[config.mk]
export PLATFORM = sky130hd
export DESIGN_NAME = jdap_top
export DESIGN_NICKNAME = d
export VERILOG_FILES = /design/src/hw/jdap_pkg.sv /design/src/hw/jdap_tap_if.sv /design/src/hw/jdap_tap_fsm.sv /design/src/hw/jdap_top.sv
export SDC_FILE = /design/constraint.sdc
export NUM_CORES = 1
export LEC_CHECK = 0
export BUFFER_PORTS_ARGS = -buffer_cell sky130_fd_sc_hd__buf_2
export CAP_MARGIN = 20
export CORE_MARGIN = 2
export CORE_UTILIZATION = 39
export DETAILED_ROUTE_END_ITERATION = 8
export GPL_TIMING_DRIVEN = 0
export SLEW_MARGIN = 20
export SYNTH_ARGS = -nofsm -noshare
export SYNTH_HDL_FRONTEND = slang
export SYNTH_SLANG_ARGS = --single-unit
export TNS_END_PERCENT = 30
[constraint.sdc]
create_clock -name clk_i -period 2.4 [get_ports clk_i]
set_input_delay 0.6 -clock clk_i [delete_from_list [all_inputs] [get_ports clk_i]]
set_output_delay 0.6 -clock clk_i [all_outputs]
set_load 0.01 [all_outputs]
[src/hw/jdap_pkg.sv]
// Shared constants and types of the JTAG debug access port
package jdap_pkg;

	// ****************************************************************
	// TAP controller states, one-hot
	// ****************************************************************
	typedef enum logic [15:0] {
		TS_RESET     = 16'h0001,
		TS_IDLE      = 16'h0002,
		TS_SEL_DR    = 16'h0004,
		TS_CAP_DR    = 16'h0008,
		TS_SHIFT_DR  = 16'h0010,
		TS_EXIT1_DR  = 16'h0020,
		TS_PAUSE_DR  = 16'h0040,
		TS_EXIT2_DR  = 16'h0080,
		TS_UPD_DR    = 16'h0100,
		TS_SEL_IR    = 16'h0200,
		TS_CAP_IR    = 16'h0400,
		TS_SHIFT_IR  = 16'h0800,
		TS_EXIT1_IR  = 16'h1000,
		TS_PAUSE_IR  = 16'h2000,
		TS_EXIT2_IR  = 16'h4000,
		TS_UPD_IR    = 16'h8000
	} jdap_state_e;

	// ****************************************************************
	// Register widths and instruction codes
	// ****************************************************************
	localparam int          IR_W        = 4;
	localparam int          DR_W        = 32;
	localparam int          EMU_W       = 8;
	localparam logic [3:0]  IR_CAPTURE  = 4'h1;
	localparam logic [3:0]  INS_IDCODE  = 4'h2;
	localparam logic [3:0]  INS_EMU     = 4'h6;
	localparam logic [3:0]  INS_DBG_REQ = 4'h7;
	localparam logic [3:0]  INS_BYPASS  = 4'hF;

	// ****************************************************************
	// Pin synchroniser lanes and debug event timing
	// ****************************************************************
	localparam int          SYNC_N      = 4;
	localparam int          LN_TCK      = 0;
	localparam int          LN_TMS      = 1;
	localparam int          LN_TDI      = 2;
	localparam int          LN_DEV      = 3;
	localparam int          DE_PULSE_N  = 3;
	localparam int          DE_GUARD_N  = 4;
	localparam int          CNT_W       = 3;
	localparam logic [2:0]  DE_PULSE_C  = 3'(DE_PULSE_N);
	localparam logic [2:0]  DE_GUARD_C  = 3'(DE_GUARD_N);
	localparam logic [2:0]  CNT_ZERO    = 3'h0;
	localparam logic [2:0]  CNT_ONE     = 3'h1;

endpackage

[src/hw/jdap_tap_if.sv]
// Carrier between the access port top and its TAP state machine
`timescale 1ns/1ps
interface jdap_tap_if;
	import jdap_pkg::*;

	logic        tck_rise;
	logic        tms;
	jdap_state_e state;

	modport fsm (input tck_rise, input tms, output state);
	modport user (output tck_rise, output tms, input state);
endinterface

[src/hw/jdap_tap_fsm.sv]
// Sixteen-state TAP controller stepped by sampled test clock rising edges
`timescale 1ns/1ps
module jdap_tap_fsm (
	// Clock and resets
	input  wire logic   clk_i,
	input  wire logic   rst_n_i,
	input  wire logic   trst_n_i,
	// Link to the top
	jdap_tap_if.fsm     tap
);
	import jdap_pkg::*;

	jdap_state_e state_r;
	jdap_state_e state_nxt;

	assign tap.state = state_r;

	always_comb begin
		unique case (state_r)
			TS_RESET:    state_nxt = tap.tms ? TS_RESET   : TS_IDLE;
			TS_IDLE:     state_nxt = tap.tms ? TS_SEL_DR  : TS_IDLE;
			TS_SEL_DR:   state_nxt = tap.tms ? TS_SEL_IR  : TS_CAP_DR;
			TS_CAP_DR:   state_nxt = tap.tms ? TS_EXIT1_DR : TS_SHIFT_DR;
			TS_SHIFT_DR: state_nxt = tap.tms ? TS_EXIT1_DR : TS_SHIFT_DR;
			TS_EXIT1_DR: state_nxt = tap.tms ? TS_UPD_DR  : TS_PAUSE_DR;
			TS_PAUSE_DR: state_nxt = tap.tms ? TS_EXIT2_DR : TS_PAUSE_DR;
			TS_EXIT2_DR: state_nxt = tap.tms ? TS_UPD_DR  : TS_SHIFT_DR;
			TS_UPD_DR:   state_nxt = tap.tms ? TS_SEL_DR  : TS_IDLE;
			TS_SEL_IR:   state_nxt = tap.tms ? TS_RESET   : TS_CAP_IR;
			TS_CAP_IR:   state_nxt = tap.tms ? TS_EXIT1_IR : TS_SHIFT_IR;
			TS_SHIFT_IR: state_nxt = tap.tms ? TS_EXIT1_IR : TS_SHIFT_IR;
			TS_EXIT1_IR: state_nxt = tap.tms ? TS_UPD_IR  : TS_PAUSE_IR;
			TS_PAUSE_IR: state_nxt = tap.tms ? TS_EXIT2_IR : TS_PAUSE_IR;
			TS_EXIT2_IR: state_nxt = tap.tms ? TS_UPD_IR  : TS_SHIFT_IR;
			TS_UPD_IR:   state_nxt = tap.tms ? TS_SEL_DR  : TS_IDLE;
		endcase
	end

	// Test reset acts at on_chip_emulation_module, with no clock edge needed
	always_ff @(posedge clk_i or negedge trst_n_i) begin
		if (!trst_n_i) begin
			state_r <= TS_RESET; // see
		end else if (!rst_n_i) begin
			state_r <= TS_RESET;
		end else if (tap.tck_rise) begin
			state_r <= state_nxt; // see
		end
	end

endmodule

[src/hw/jdap_top.sv]
// JTAG debug access port with debug event pin handling
//
// Behaviour
// Test data input is captured on every rising test clock edge; the code shifts it in only in Shift-IR and Shift-DR.
// Test data output is driven only in Shift-IR and Shift-DR, else released.
// Test data output changes only on falling test clock edges.
// The TAP state advances by the mode select level at rising test clock edges.
// Test reset returns the TAP to Test-Logic-Reset at on_chip_emulation_module, without a test clock.
// The external controller asserts test reset after power-up.
// Debug event pin asserted from outside: finish instruction, save pipeline, enter debug.
// In debug mode the core halts and awaits commands from the serial path.
// On entering debug mode the debug event pin is driven for exactly three clocks.
// Only the debug event pin bypasses the JTAG port into the emulation module.
// The TAP is the standard sixteen-state machine, reset into Test-Logic-Reset.
`timescale 1ns/1ps
module jdap_top #(
	parameter logic [31:0] IDCODE_VALUE = 32'h0A5A_0001 // Arbitrary identity value
) (
	// Clock and reset
	input  wire logic                     clk_i,
	input  wire logic                     rst_n_i,
	// JTAG pins
	input  wire logic                     tck_i,
	input  wire logic                     tms_i,
	input  wire logic                     tdi_i,
	input  wire logic                     trst_n_i,
	output logic                          tdo_o,
	output logic                          tdo_oe_o,
	// Debug event pin, active low, open drain
	input  wire logic                     debug_event_pin_n_i,
	output logic                          debug_event_pin_n_o,
	output logic                          debug_event_pin_n_oe_o,
	// Core side
	input  wire logic                     core_in_debug_i,
	input  wire logic [jdap_pkg::EMU_W-1:0] emu_status_i,
	output logic                          core_debug_req_o,
	output logic                          emu_cmd_valid_o,
	output logic [jdap_pkg::EMU_W-1:0]    emu_cmd_data_o
);
	import jdap_pkg::*;

	// ****************************************************************
	// Pin synchronisers
	// ****************************************************************
	logic [SYNC_N-1:0] pins;
	logic [SYNC_N-1:0] sync1_r;
	logic [SYNC_N-1:0] sync2_r;
	logic              tck_q_r;
	logic              dev_q_r;

	assign pins = {debug_event_pin_n_i, tdi_i, tms_i, tck_i};

	genvar g;
	generate
		for (g = 0; g < SYNC_N; g++) begin : g_sync
			always_ff @(posedge clk_i) begin
				// Each lane resets to its pin's idle level, so no false edge follows reset
				if (!rst_n_i) begin
					sync1_r[g] <= (g != LN_TCK);
					sync2_r[g] <= (g != LN_TCK);
				end else begin
					sync1_r[g] <= pins[g];
					sync2_r[g] <= sync1_r[g];
				end
			end
		end
	endgenerate

	always_ff @(posedge clk_i) begin
		if (!rst_n_i) begin
			tck_q_r <= 1'b0;
			dev_q_r <= 1'b1;
		end else begin
			tck_q_r <= sync2_r[LN_TCK];
			dev_q_r <= sync2_r[LN_DEV];
		end
	end

	logic tck_rise;
	logic tck_fall;
	logic tdi_s;

	assign tck_rise = sync2_r[LN_TCK] & ~tck_q_r;
	assign tck_fall = ~sync2_r[LN_TCK] & tck_q_r;
	assign tdi_s    = sync2_r[LN_TDI];

	// ****************************************************************
	// TAP state machine
	// ****************************************************************
	jdap_tap_if tap ();

	assign tap.tck_rise = tck_rise;
	assign tap.tms      = sync2_r[LN_TMS];

	jdap_tap_fsm u_fsm (
		.clk_i    (clk_i),
		.rst_n_i  (rst_n_i),
		.trst_n_i (trst_n_i),
		.tap      (tap)
	);

	logic in_reset;
	logic cap_ir;
	logic shift_ir;
	logic upd_ir;
	logic cap_dr;
	logic shift_dr;
	logic upd_dr;

	assign in_reset = (tap.state == TS_RESET);
	assign cap_ir   = (tap.state == TS_CAP_IR);
	assign shift_ir = (tap.state == TS_SHIFT_IR);
	assign upd_ir   = (tap.state == TS_UPD_IR);
	assign cap_dr   = (tap.state == TS_CAP_DR);
	assign shift_dr = (tap.state == TS_SHIFT_DR);
	assign upd_dr   = (tap.state == TS_UPD_DR);

	// ****************************************************************
	// Instruction register
	// ****************************************************************
	logic [IR_W-1:0] ir_shift_r;
	logic [IR_W-1:0] ir_r;
	logic            dbg_ins_p_r;

	always_ff @(posedge clk_i or negedge trst_n_i) begin
		if (!trst_n_i) begin
			ir_shift_r <= IR_CAPTURE;
		end else if (!rst_n_i) begin
			ir_shift_r <= IR_CAPTURE;
		end else if (tck_rise && cap_ir) begin
			ir_shift_r <= IR_CAPTURE;
		end else if (tck_rise && shift_ir) begin
			ir_shift_r <= {tdi_s, ir_shift_r[IR_W-1:1]};
		end
	end

	// Update acts on the falling edge, as a TAP normally does
	always_ff @(posedge clk_i or negedge trst_n_i) begin
		if (!trst_n_i) begin
			ir_r <= INS_IDCODE;
		end else if (!rst_n_i || in_reset) begin
			ir_r <= INS_IDCODE;
		end else if (tck_fall && upd_ir) begin
			ir_r <= ir_shift_r;
		end
	end

	always_ff @(posedge clk_i) begin
		if (!rst_n_i) begin
			dbg_ins_p_r <= 1'b0;
		end else begin
			dbg_ins_p_r <= tck_fall && upd_ir && (ir_shift_r == INS_DBG_REQ);
		end
	end

	// ****************************************************************
	// Data registers
	// ****************************************************************
	logic [DR_W-1:0] dr_r;

	always_ff @(posedge clk_i or negedge trst_n_i) begin
		if (!trst_n_i) begin
			dr_r <= '0;
		end else if (!rst_n_i) begin
			dr_r <= '0;
		end else if (tck_rise && cap_dr) begin
			unique case (ir_r)
				INS_IDCODE: dr_r <= IDCODE_VALUE;
				INS_EMU:    dr_r <= {{(DR_W-EMU_W){1'b0}}, emu_status_i};
				default:    dr_r <= '0;
			endcase
		end else if (tck_rise && shift_dr) begin
			unique case (ir_r)
				INS_IDCODE: dr_r <= {tdi_s, dr_r[DR_W-1:1]};
				INS_EMU:    dr_r <= {{(DR_W-EMU_W){1'b0}}, tdi_s, dr_r[EMU_W-1:1]};
				default:    dr_r <= {{(DR_W-1){1'b0}}, tdi_s};
			endcase
		end
	end

	// Commands reach the emulation logic only through the JTAG data path
	always_ff @(posedge clk_i) begin
		if (!rst_n_i) begin
			emu_cmd_valid_o <= 1'b0;
			emu_cmd_data_o  <= '0;
		end else begin
			emu_cmd_valid_o <= tck_fall && upd_dr && (ir_r == INS_EMU) && core_in_debug_i; // see
			if (tck_fall && upd_dr && (ir_r == INS_EMU)) begin
				emu_cmd_data_o <= dr_r[EMU_W-1:0];
			end
		end
	end

	// ****************************************************************
	// Test data output
	// ****************************************************************
	always_ff @(posedge clk_i or negedge trst_n_i) begin
		if (!trst_n_i) begin
			tdo_o    <= 1'b0;
			tdo_oe_o <= 1'b0;
		end else if (!rst_n_i) begin
			tdo_o    <= 1'b0;
			tdo_oe_o <= 1'b0;
		end else if (tck_fall) begin
			tdo_o    <= shift_ir ? ir_shift_r[0] : dr_r[0];
			tdo_oe_o <= shift_ir | shift_dr;
		end
	end

	// ****************************************************************
	// Debug event pin
	// ****************************************************************
	logic [CNT_W-1:0] de_cnt_r;
	logic [CNT_W-1:0] guard_cnt_r;
	logic             in_dbg_q_r;
	logic             dbg_req_r;
	logic             de_request;

	// Our own pulse echoes back through the synchroniser, so it is masked
	assign de_request = dev_q_r & ~sync2_r[LN_DEV] & (de_cnt_r == CNT_ZERO) & (guard_cnt_r == CNT_ZERO);

	always_ff @(posedge clk_i) begin
		if (!rst_n_i) begin
			in_dbg_q_r <= 1'b0;
			de_cnt_r   <= CNT_ZERO;
		end else begin
			in_dbg_q_r <= core_in_debug_i;
			if (core_in_debug_i && !in_dbg_q_r) begin
				de_cnt_r <= DE_PULSE_C;
			end else if (de_cnt_r != CNT_ZERO) begin
				de_cnt_r <= de_cnt_r - CNT_ONE;
			end
		end
	end

	always_ff @(posedge clk_i) begin
		if (!rst_n_i) begin
			guard_cnt_r <= CNT_ZERO;
		end else if (de_cnt_r == CNT_ONE) begin
			guard_cnt_r <= DE_GUARD_C;
		end else if (guard_cnt_r != CNT_ZERO) begin
			guard_cnt_r <= guard_cnt_r - CNT_ONE;
		end
	end

	// Request held until the core has finished its instruction and saved the pipeline
	always_ff @(posedge clk_i) begin
		if (!rst_n_i) begin
			dbg_req_r <= 1'b0;
		end else if ((de_request || dbg_ins_p_r) && !core_in_debug_i) begin
			dbg_req_r <= 1'b1; // see
		end else if (core_in_debug_i) begin
			dbg_req_r <= 1'b0;
		end
	end

	assign core_debug_req_o       = dbg_req_r;
	assign debug_event_pin_n_o    = 1'b0;
	assign debug_event_pin_n_oe_o = (de_cnt_r != CNT_ZERO);

endmodule

; ---- Word-level counts from Yosys, hierarchy flattened
; Index checks and enable logic that the tools add are counted.
[totals]
in_bits = 16
output_inout_bits = 14
regBits = 86
word_cells = 126
[classes]
n_bitwise = 10
n_eq_ne = 24
n_reduce_logical = 29
muxes = 36
n_addsub = 2
[op_table]
columns = operator, n
row1 = case mux 16 bit (12 select lines), 1
row2 = two-way mux 32 bit, 3
row3 = two-way mux 16 bit, 4
row4 = case mux 32 bit (2 select lines), 1
row5 = case mux 28 bit (2 select lines), 1
row6 = two-way mux 4 bit, 5
row7 = two-way mux 9 bit, 2
row8 = "== test 16 x 1 -> 1 bit, second input constant", 1
row9 = "== test 16 x 10 -> 1 bit, second input constant", 1
row10 = "== test 16 x 11 -> 1 bit, second input constant", 1
row11 = "== test 16 x 12 -> 1 bit, second input constant", 1
row12 = "== test 16 x 13 -> 1 bit, second input constant", 1
row13 = "== test 16 x 14 -> 1 bit, second input constant", 1
row14 = "== test 16 x 15 -> 1 bit, second input constant", 1
row15 = "== test 16 bit, second input constant", 1
row16 = "== test 16 x 2 -> 1 bit, second input constant", 1
row17 = "== test 16 x 3 -> 1 bit, second input constant", 1
row18 = "== test 16 x 4 -> 1 bit, second input constant", 1
row19 = "== test 16 x 5 -> 1 bit, second input constant", 1
row20 = "== test 16 x 6 -> 1 bit, second input constant", 1
row21 = "== test 16 x 7 -> 1 bit, second input constant", 1
row22 = "== test 16 x 8 -> 1 bit, second input constant", 1
row23 = "== test 16 x 9 -> 1 bit, second input constant", 1
row24 = two-way mux 15 bit, 1
row25 = 25 further kinds, 67

; ---- Depth between registers and ports, before layout
[depth]
word_depth = 7
ltp_mapped = 7
ltp_nobuf = 7

; ---- Hierarchy
; Synthesis repeated with hierarchy kept, for this count alone.
[unflattened]
hier_cells = 463
area_unflattened_um2 = 4366.7
[modules_own_cells]
columns = module, cells_each, seq_area_each_um2, area_each_um2, instances
row1 = jdap_top, 334, 1614.0, 3229.3, 1
row2 = jdap_tap_fsm, 129, 401.6, 1137.3, 1

; ---- Worst setup path before layout
; No wires, ideal clock.
[synth_path]
kind = reg-to-reg
from = register u_fsm.state_r[7], in the netlist u_fsm.tap.state[7]
to = register dr_r[23]
t_arrival_ps = 2086
setup_time_ps = 64
path_stages_with_launch = 8
synth_period_minus_slack_ps = 2150
setup_slack_ps = 250
path_buffers = 2
t_required_ps = 2336
path_cell_list = dfrtp_1 > clkbuf_8 > nor4b_1 > a22oi_2 > or2_4 > nor4_4 > buf_6 > a22o_2
[synth_via]
elab_chain_cells = 4
elab_cells_between_ends = 7
classes_between = eq/ne (3) / mux (2) / reduce/logical (2)
[synth_lines]
columns = element, line
row1 = "start, declared", jdap_tap_fsm.sv:13  ; jdap_state_e state_r;
row2 = "start signal, assigned", jdap_tap_fsm.sv:46  ; state_r <= state_nxt;
row3 = == test 16 x 4 -> 1 bit, jdap_top.sv:114  ; assign cap_dr = (tap.state == TS_CAP_DR);
row4 = logical AND 1 bit, jdap_top.sv:166  ; end else if (tck_rise && cap_dr) begin
row5 = two-way mux 32 bit, jdap_top.sv:166
row6 = two-way mux 32 bit, jdap_top.sv:164  ; end else if (!rst_n_i) begin
row7 = "end signal, assigned", jdap_top.sv:169  ; INS_EMU: dr_r <= {{(DR_W-EMU_W){1'b0}}, emu_status_i};
row8 = "end signal, assigned", jdap_top.sv:174  ; INS_IDCODE: dr_r <= {tdi_s, dr_r[DR_W-1:1]};
row9 = "end signal, assigned", jdap_top.sv:175  ; INS_EMU: dr_r <= {{(DR_W-EMU_W){1'b0}}, tdi_s, dr_r[EMU_W-1:1]};
row10 = "end, declared", jdap_top.sv:159  ; logic [DR_W-1:0] dr_r;
; Several ways; a longest one is shown, not always the timed one.
; A chain may end at the register's enable or synchronous reset.

; ---- Worst setup path after layout
[layout_path]
from = register u_fsm.state_r[10], in the netlist u_fsm.tap.state[10]
to = register dr_r[20]
; Same word-level chain as after synthesis.

==> flow_summary.yaml <==
grt:
  antenna_found_initial: 0
  grt_pass1_vias: 2981
  grt_pass1_wl_um: 15300
  grt_use_total: 0.172
  grt_max_degree: 59
  grt_overflow_total: 0
synth:
  synth_edf_count: 0
  ys_ff_latch: 86
  syn-num-nets: 420
  yosysMostFrequentCell: "dfrtp_1"
  synthFlopType: "dfrtp_1"
  yosysTopAreaCellShare: 0.336
  synth_compound_area_frac: 0.159
  syn_area_um2: 4100
  ys_async_sr_fraction: 0.674
  synthCells: 398
  yosys_warnings: 0
  ys_top_cells_by_area: "dfrtp_1 34%, dfxtp_1 14%, nor2_1 4.0%"
  synth_top_family_by_area: "simple AND/OR/NAND/NOR gates"
  synth_xor_area_frac: 0.0192
  synth_mux_area_frac: 0.0342
  yosys.area.top_type: "dfrtp_1"
  ys_seq_area_frac: 0.492
  synth.distinct_cells: 61
  synthAdderAreaFrac: 0.0183
  synth_commonest_cells: "55 x dfrtp_1, 44 x nor2_1, 28 x dfxtp_1, 27 x nand2_1, 17 x nand2b_1"
  synth.avg_cell_area_um2: 10.3
  synth-simple-area-share: 0.223
routing:
  wl_per_cell_um: 15.7
  via_per_inst: 5.36
  post-route-drc-count: 0
  detail-route-antenna-nets: 0
  drt_iter0_markers: 146
  vias: 3153
  firstDrtPassIters: 5
  wl_um: 9230
critical_path:
  crit_fanout: 8
  critPathRequiredTime_ns: 2.68
  cp.arrival_ns: 2.57
  path_buf_inv: 3
  critPathTopFamily: "simple AND/OR/NAND/NOR gates"
  r2r_end: "dr_r[20]"
  rr_worst_depth: 8
  rr_startpoint: "u_fsm.tap.state[10]"
  worstSetupPathType: "flip-flop to flip-flop"
  crit_slowest_cell: "or4_1"
  path_cells: "clkbuf_1 > nor4_4 > buf_4 > nand2_4 > or2_4 > or4_1 > buf_6 > o2bb2ai_1"
  endpoint_kind: "flip-flop"
  worstSetupStartpointType: "flip-flop"
  critPathMaxStageDelay_ns: 0.51
  r2r_slack_ns: 0.11
sta:
  rsz0062_at_grt: "false"
  whs_ns: 0.290
  max_freq_mhz: 436
  finalHoldViolCount: 0
  slew_viol_final: 0
  finalSetupViolations: 0
  tns_ns: 0
  slew_headroom: 0.513
  period_needed_ns: 2.29
  skew_ns: 0.0155
  finalCritPeriodShare: 0.956
  tightest_slew_ns: 0.731
flow_run:
  drv_cap: 0
clocking:
  cts-root-buf: "clkbuf_8"
  clockBufferDepth: 2
  clk_latency_ns: 0.36
  cts.sinks: 86
  h-tree-depth: 3
  cts_tree: "built"
  clk_pin_slew_ns: 0.09
  numCtsBuffers: 9
floorplan:
  io_pins: 30
  fp.dieH_um: 106
  die_w_um: 106
  row_count: 37
  start_util: 0.398
  design.die.area_um2: 11300
  core_area_um2: 10300
power_and_ir_drop:
  power.total_mw: 2.93
  vdd_drop_max_uv: 289
  p_per_area_nw_per_um2: 612
  leakagePower_nw: 2.02
placement:
  place_congestion: 0.870
  port_buffers: 28
  place_inst: 562
  dp.final_hpwl_um: 6440
layout:
  area_growth_syn_to_layout_pct: 17.0
  nNetsFinal: 469
  stdcell_count: 588
  fillers: 1003
  drive_above_1_share: 0.241
  utilization: 0.466
  antenna_cells: 0
  multi_input_area_um2: 1910
  final-seq-area_um2: 2020
run_status:
  status: "finished clean"
hold_path:
  hold_class: "primary input to async pin"
==> report_power, final <==
group	switching, mW	internal [mW]	total, mW
Sequential	0.0266	1.48	1.51
Combinational	0.176	0.119	0.296
Clock	0.537	0.590	1.13
==> what timing repair did <==
| action | 4_1_cts | 5_1_grt |
|---|---|---|
| setup endpoints to repair | 41 | 46 |
| setup buffers | 3 | 8 |
| hold buffers | 0 | 0 |
| resized for setup | 7 | 6 |
| pin swaps | 3 | 4 |
==> state kept, by name (all words and copies together), names as in the netlist <==
| name | flops |
|---|---|
| sync2_r | 2 |
| emu_cmd_valid_o | 1 |
| tdo_o | 1 |
| ir_shift_r | 4 |
| dbg_ins_p_r | 1 |
| tdi_s | 1 |
| dr_r | 32 |
| in_dbg_q_r | 1 |
| u_fsm.tap.state | 16 |
| tck_q_r | 1 |
| de_cnt_r | 3 |
| emu_cmd_data_o | 8 |
| sync1_r | 4 |
| dev_q_r | 1 |
| core_debug_req_o | 1 |
| tap.tms | 1 |
| tdo_oe_o | 1 |
| guard_cnt_r | 3 |
| ir_r | 4 |
==> logic make-up (layout without fill, tap and decap cells) <==
family | after synthesis | count (layout)
mux | 14 | 14
flops | 86 | 86
other cells | 1 | 1
fa+ha+maj | 6 | 6
compound gates | 87 | 87
xor+xnor | 9 | 9
buf+inv | 38 | 92
simple gates | 157 | 157
==> through the flow <==
stage               setup slack, ns  cell area, µm²
detailed placement           -0.241            4410
floorplan                     0.250            4100
CTS                         -0.0407            4700
global placement             -0.262            4410
global route                0.00510            4790
finish                        0.106            4790
==> final cells by class <==
| class | instances | area share |
|---|---|---|
| clock inverters | 7 | 0.0204 |
| flip-flops and latches | 86 | 0.421 |
| well taps | 136 | 0.0355 |
| clock buffers | 9 | 0.0259 |
| plain buffers | 26 | 0.0371 |
| multi-input cells | 274 | 0.399 |
| repair buffers | 39 | 0.0522 |
| inverters | 11 | 0.00862 |
==> worst max path at each step <==
stage | from | endpoint | slack (ns) | cells past startpoint
final | u_fsm.tap.state[10] | dr_r[20] | 0.11 | 8
after detailed placement | u_fsm.tap.state[7] | dr_r[8] | -0.24 | 7
after global routing | u_fsm.tap.state[13] | dr_r[19] | 0.005 | 8
after floorplan | u_fsm.tap.state[7] | dr_r[23] | 0.25 | 7
after CTS | u_fsm.tap.state[5] | emu_cmd_data_o[5] | -0.04 | 6
after global placement | u_fsm.tap.state[7] | dr_r[31] | -0.26 | 7
==> per-layer routing <==
metal  global-route usage  up-vias  part of all wire
met5                    0        -                 0
met4               0.0557        0             0.022
met3               0.0349       19             0.043
met2                0.272       69              0.47
met1                0.238     1536              0.46
li1                     -     1529                 -
==> cells in the final DEF, fill, tap and decap left out, types with 6 or more instances in the layout <==
| cell type | Yosys | layout |
|---|---|---|
| nand2b_1 | 17 | 17 |
| nand2_1 | 27 | 27 |
| inv_1 | 11 | 11 |
| nor4_4 | 6 | 6 |
| a22o_2 | 12 | 12 |
| a21oi_1 | 13 | 13 |
| a22o_1 | 7 | 7 |
| buf_2 | 5 | 31 |
| buf_4 | 2 | 12 |
| ha_1 | 6 | 6 |
| buf_6 | 5 | 6 |
| clkbuf_1 | 10 | 8 |
| a211oi_1 | 7 | 7 |
| or4_1 | 7 | 7 |
| nand3_1 | 8 | 8 |
| dfrtp_1 | 55 | 55 |
| a22oi_1 | 10 | 10 |
| dfxtp_1 | 28 | 28 |
| nor2_1 | 44 | 42 |
| clkbuf_8 | 2 | 11 |
| mux2i_1 | 14 | 14 |
| o21ai_0 | 15 | 15 |
| nor3_1 | 12 | 10 |
| nand4_1 | 6 | 6 |
Power figures use the tool's default switching activity.
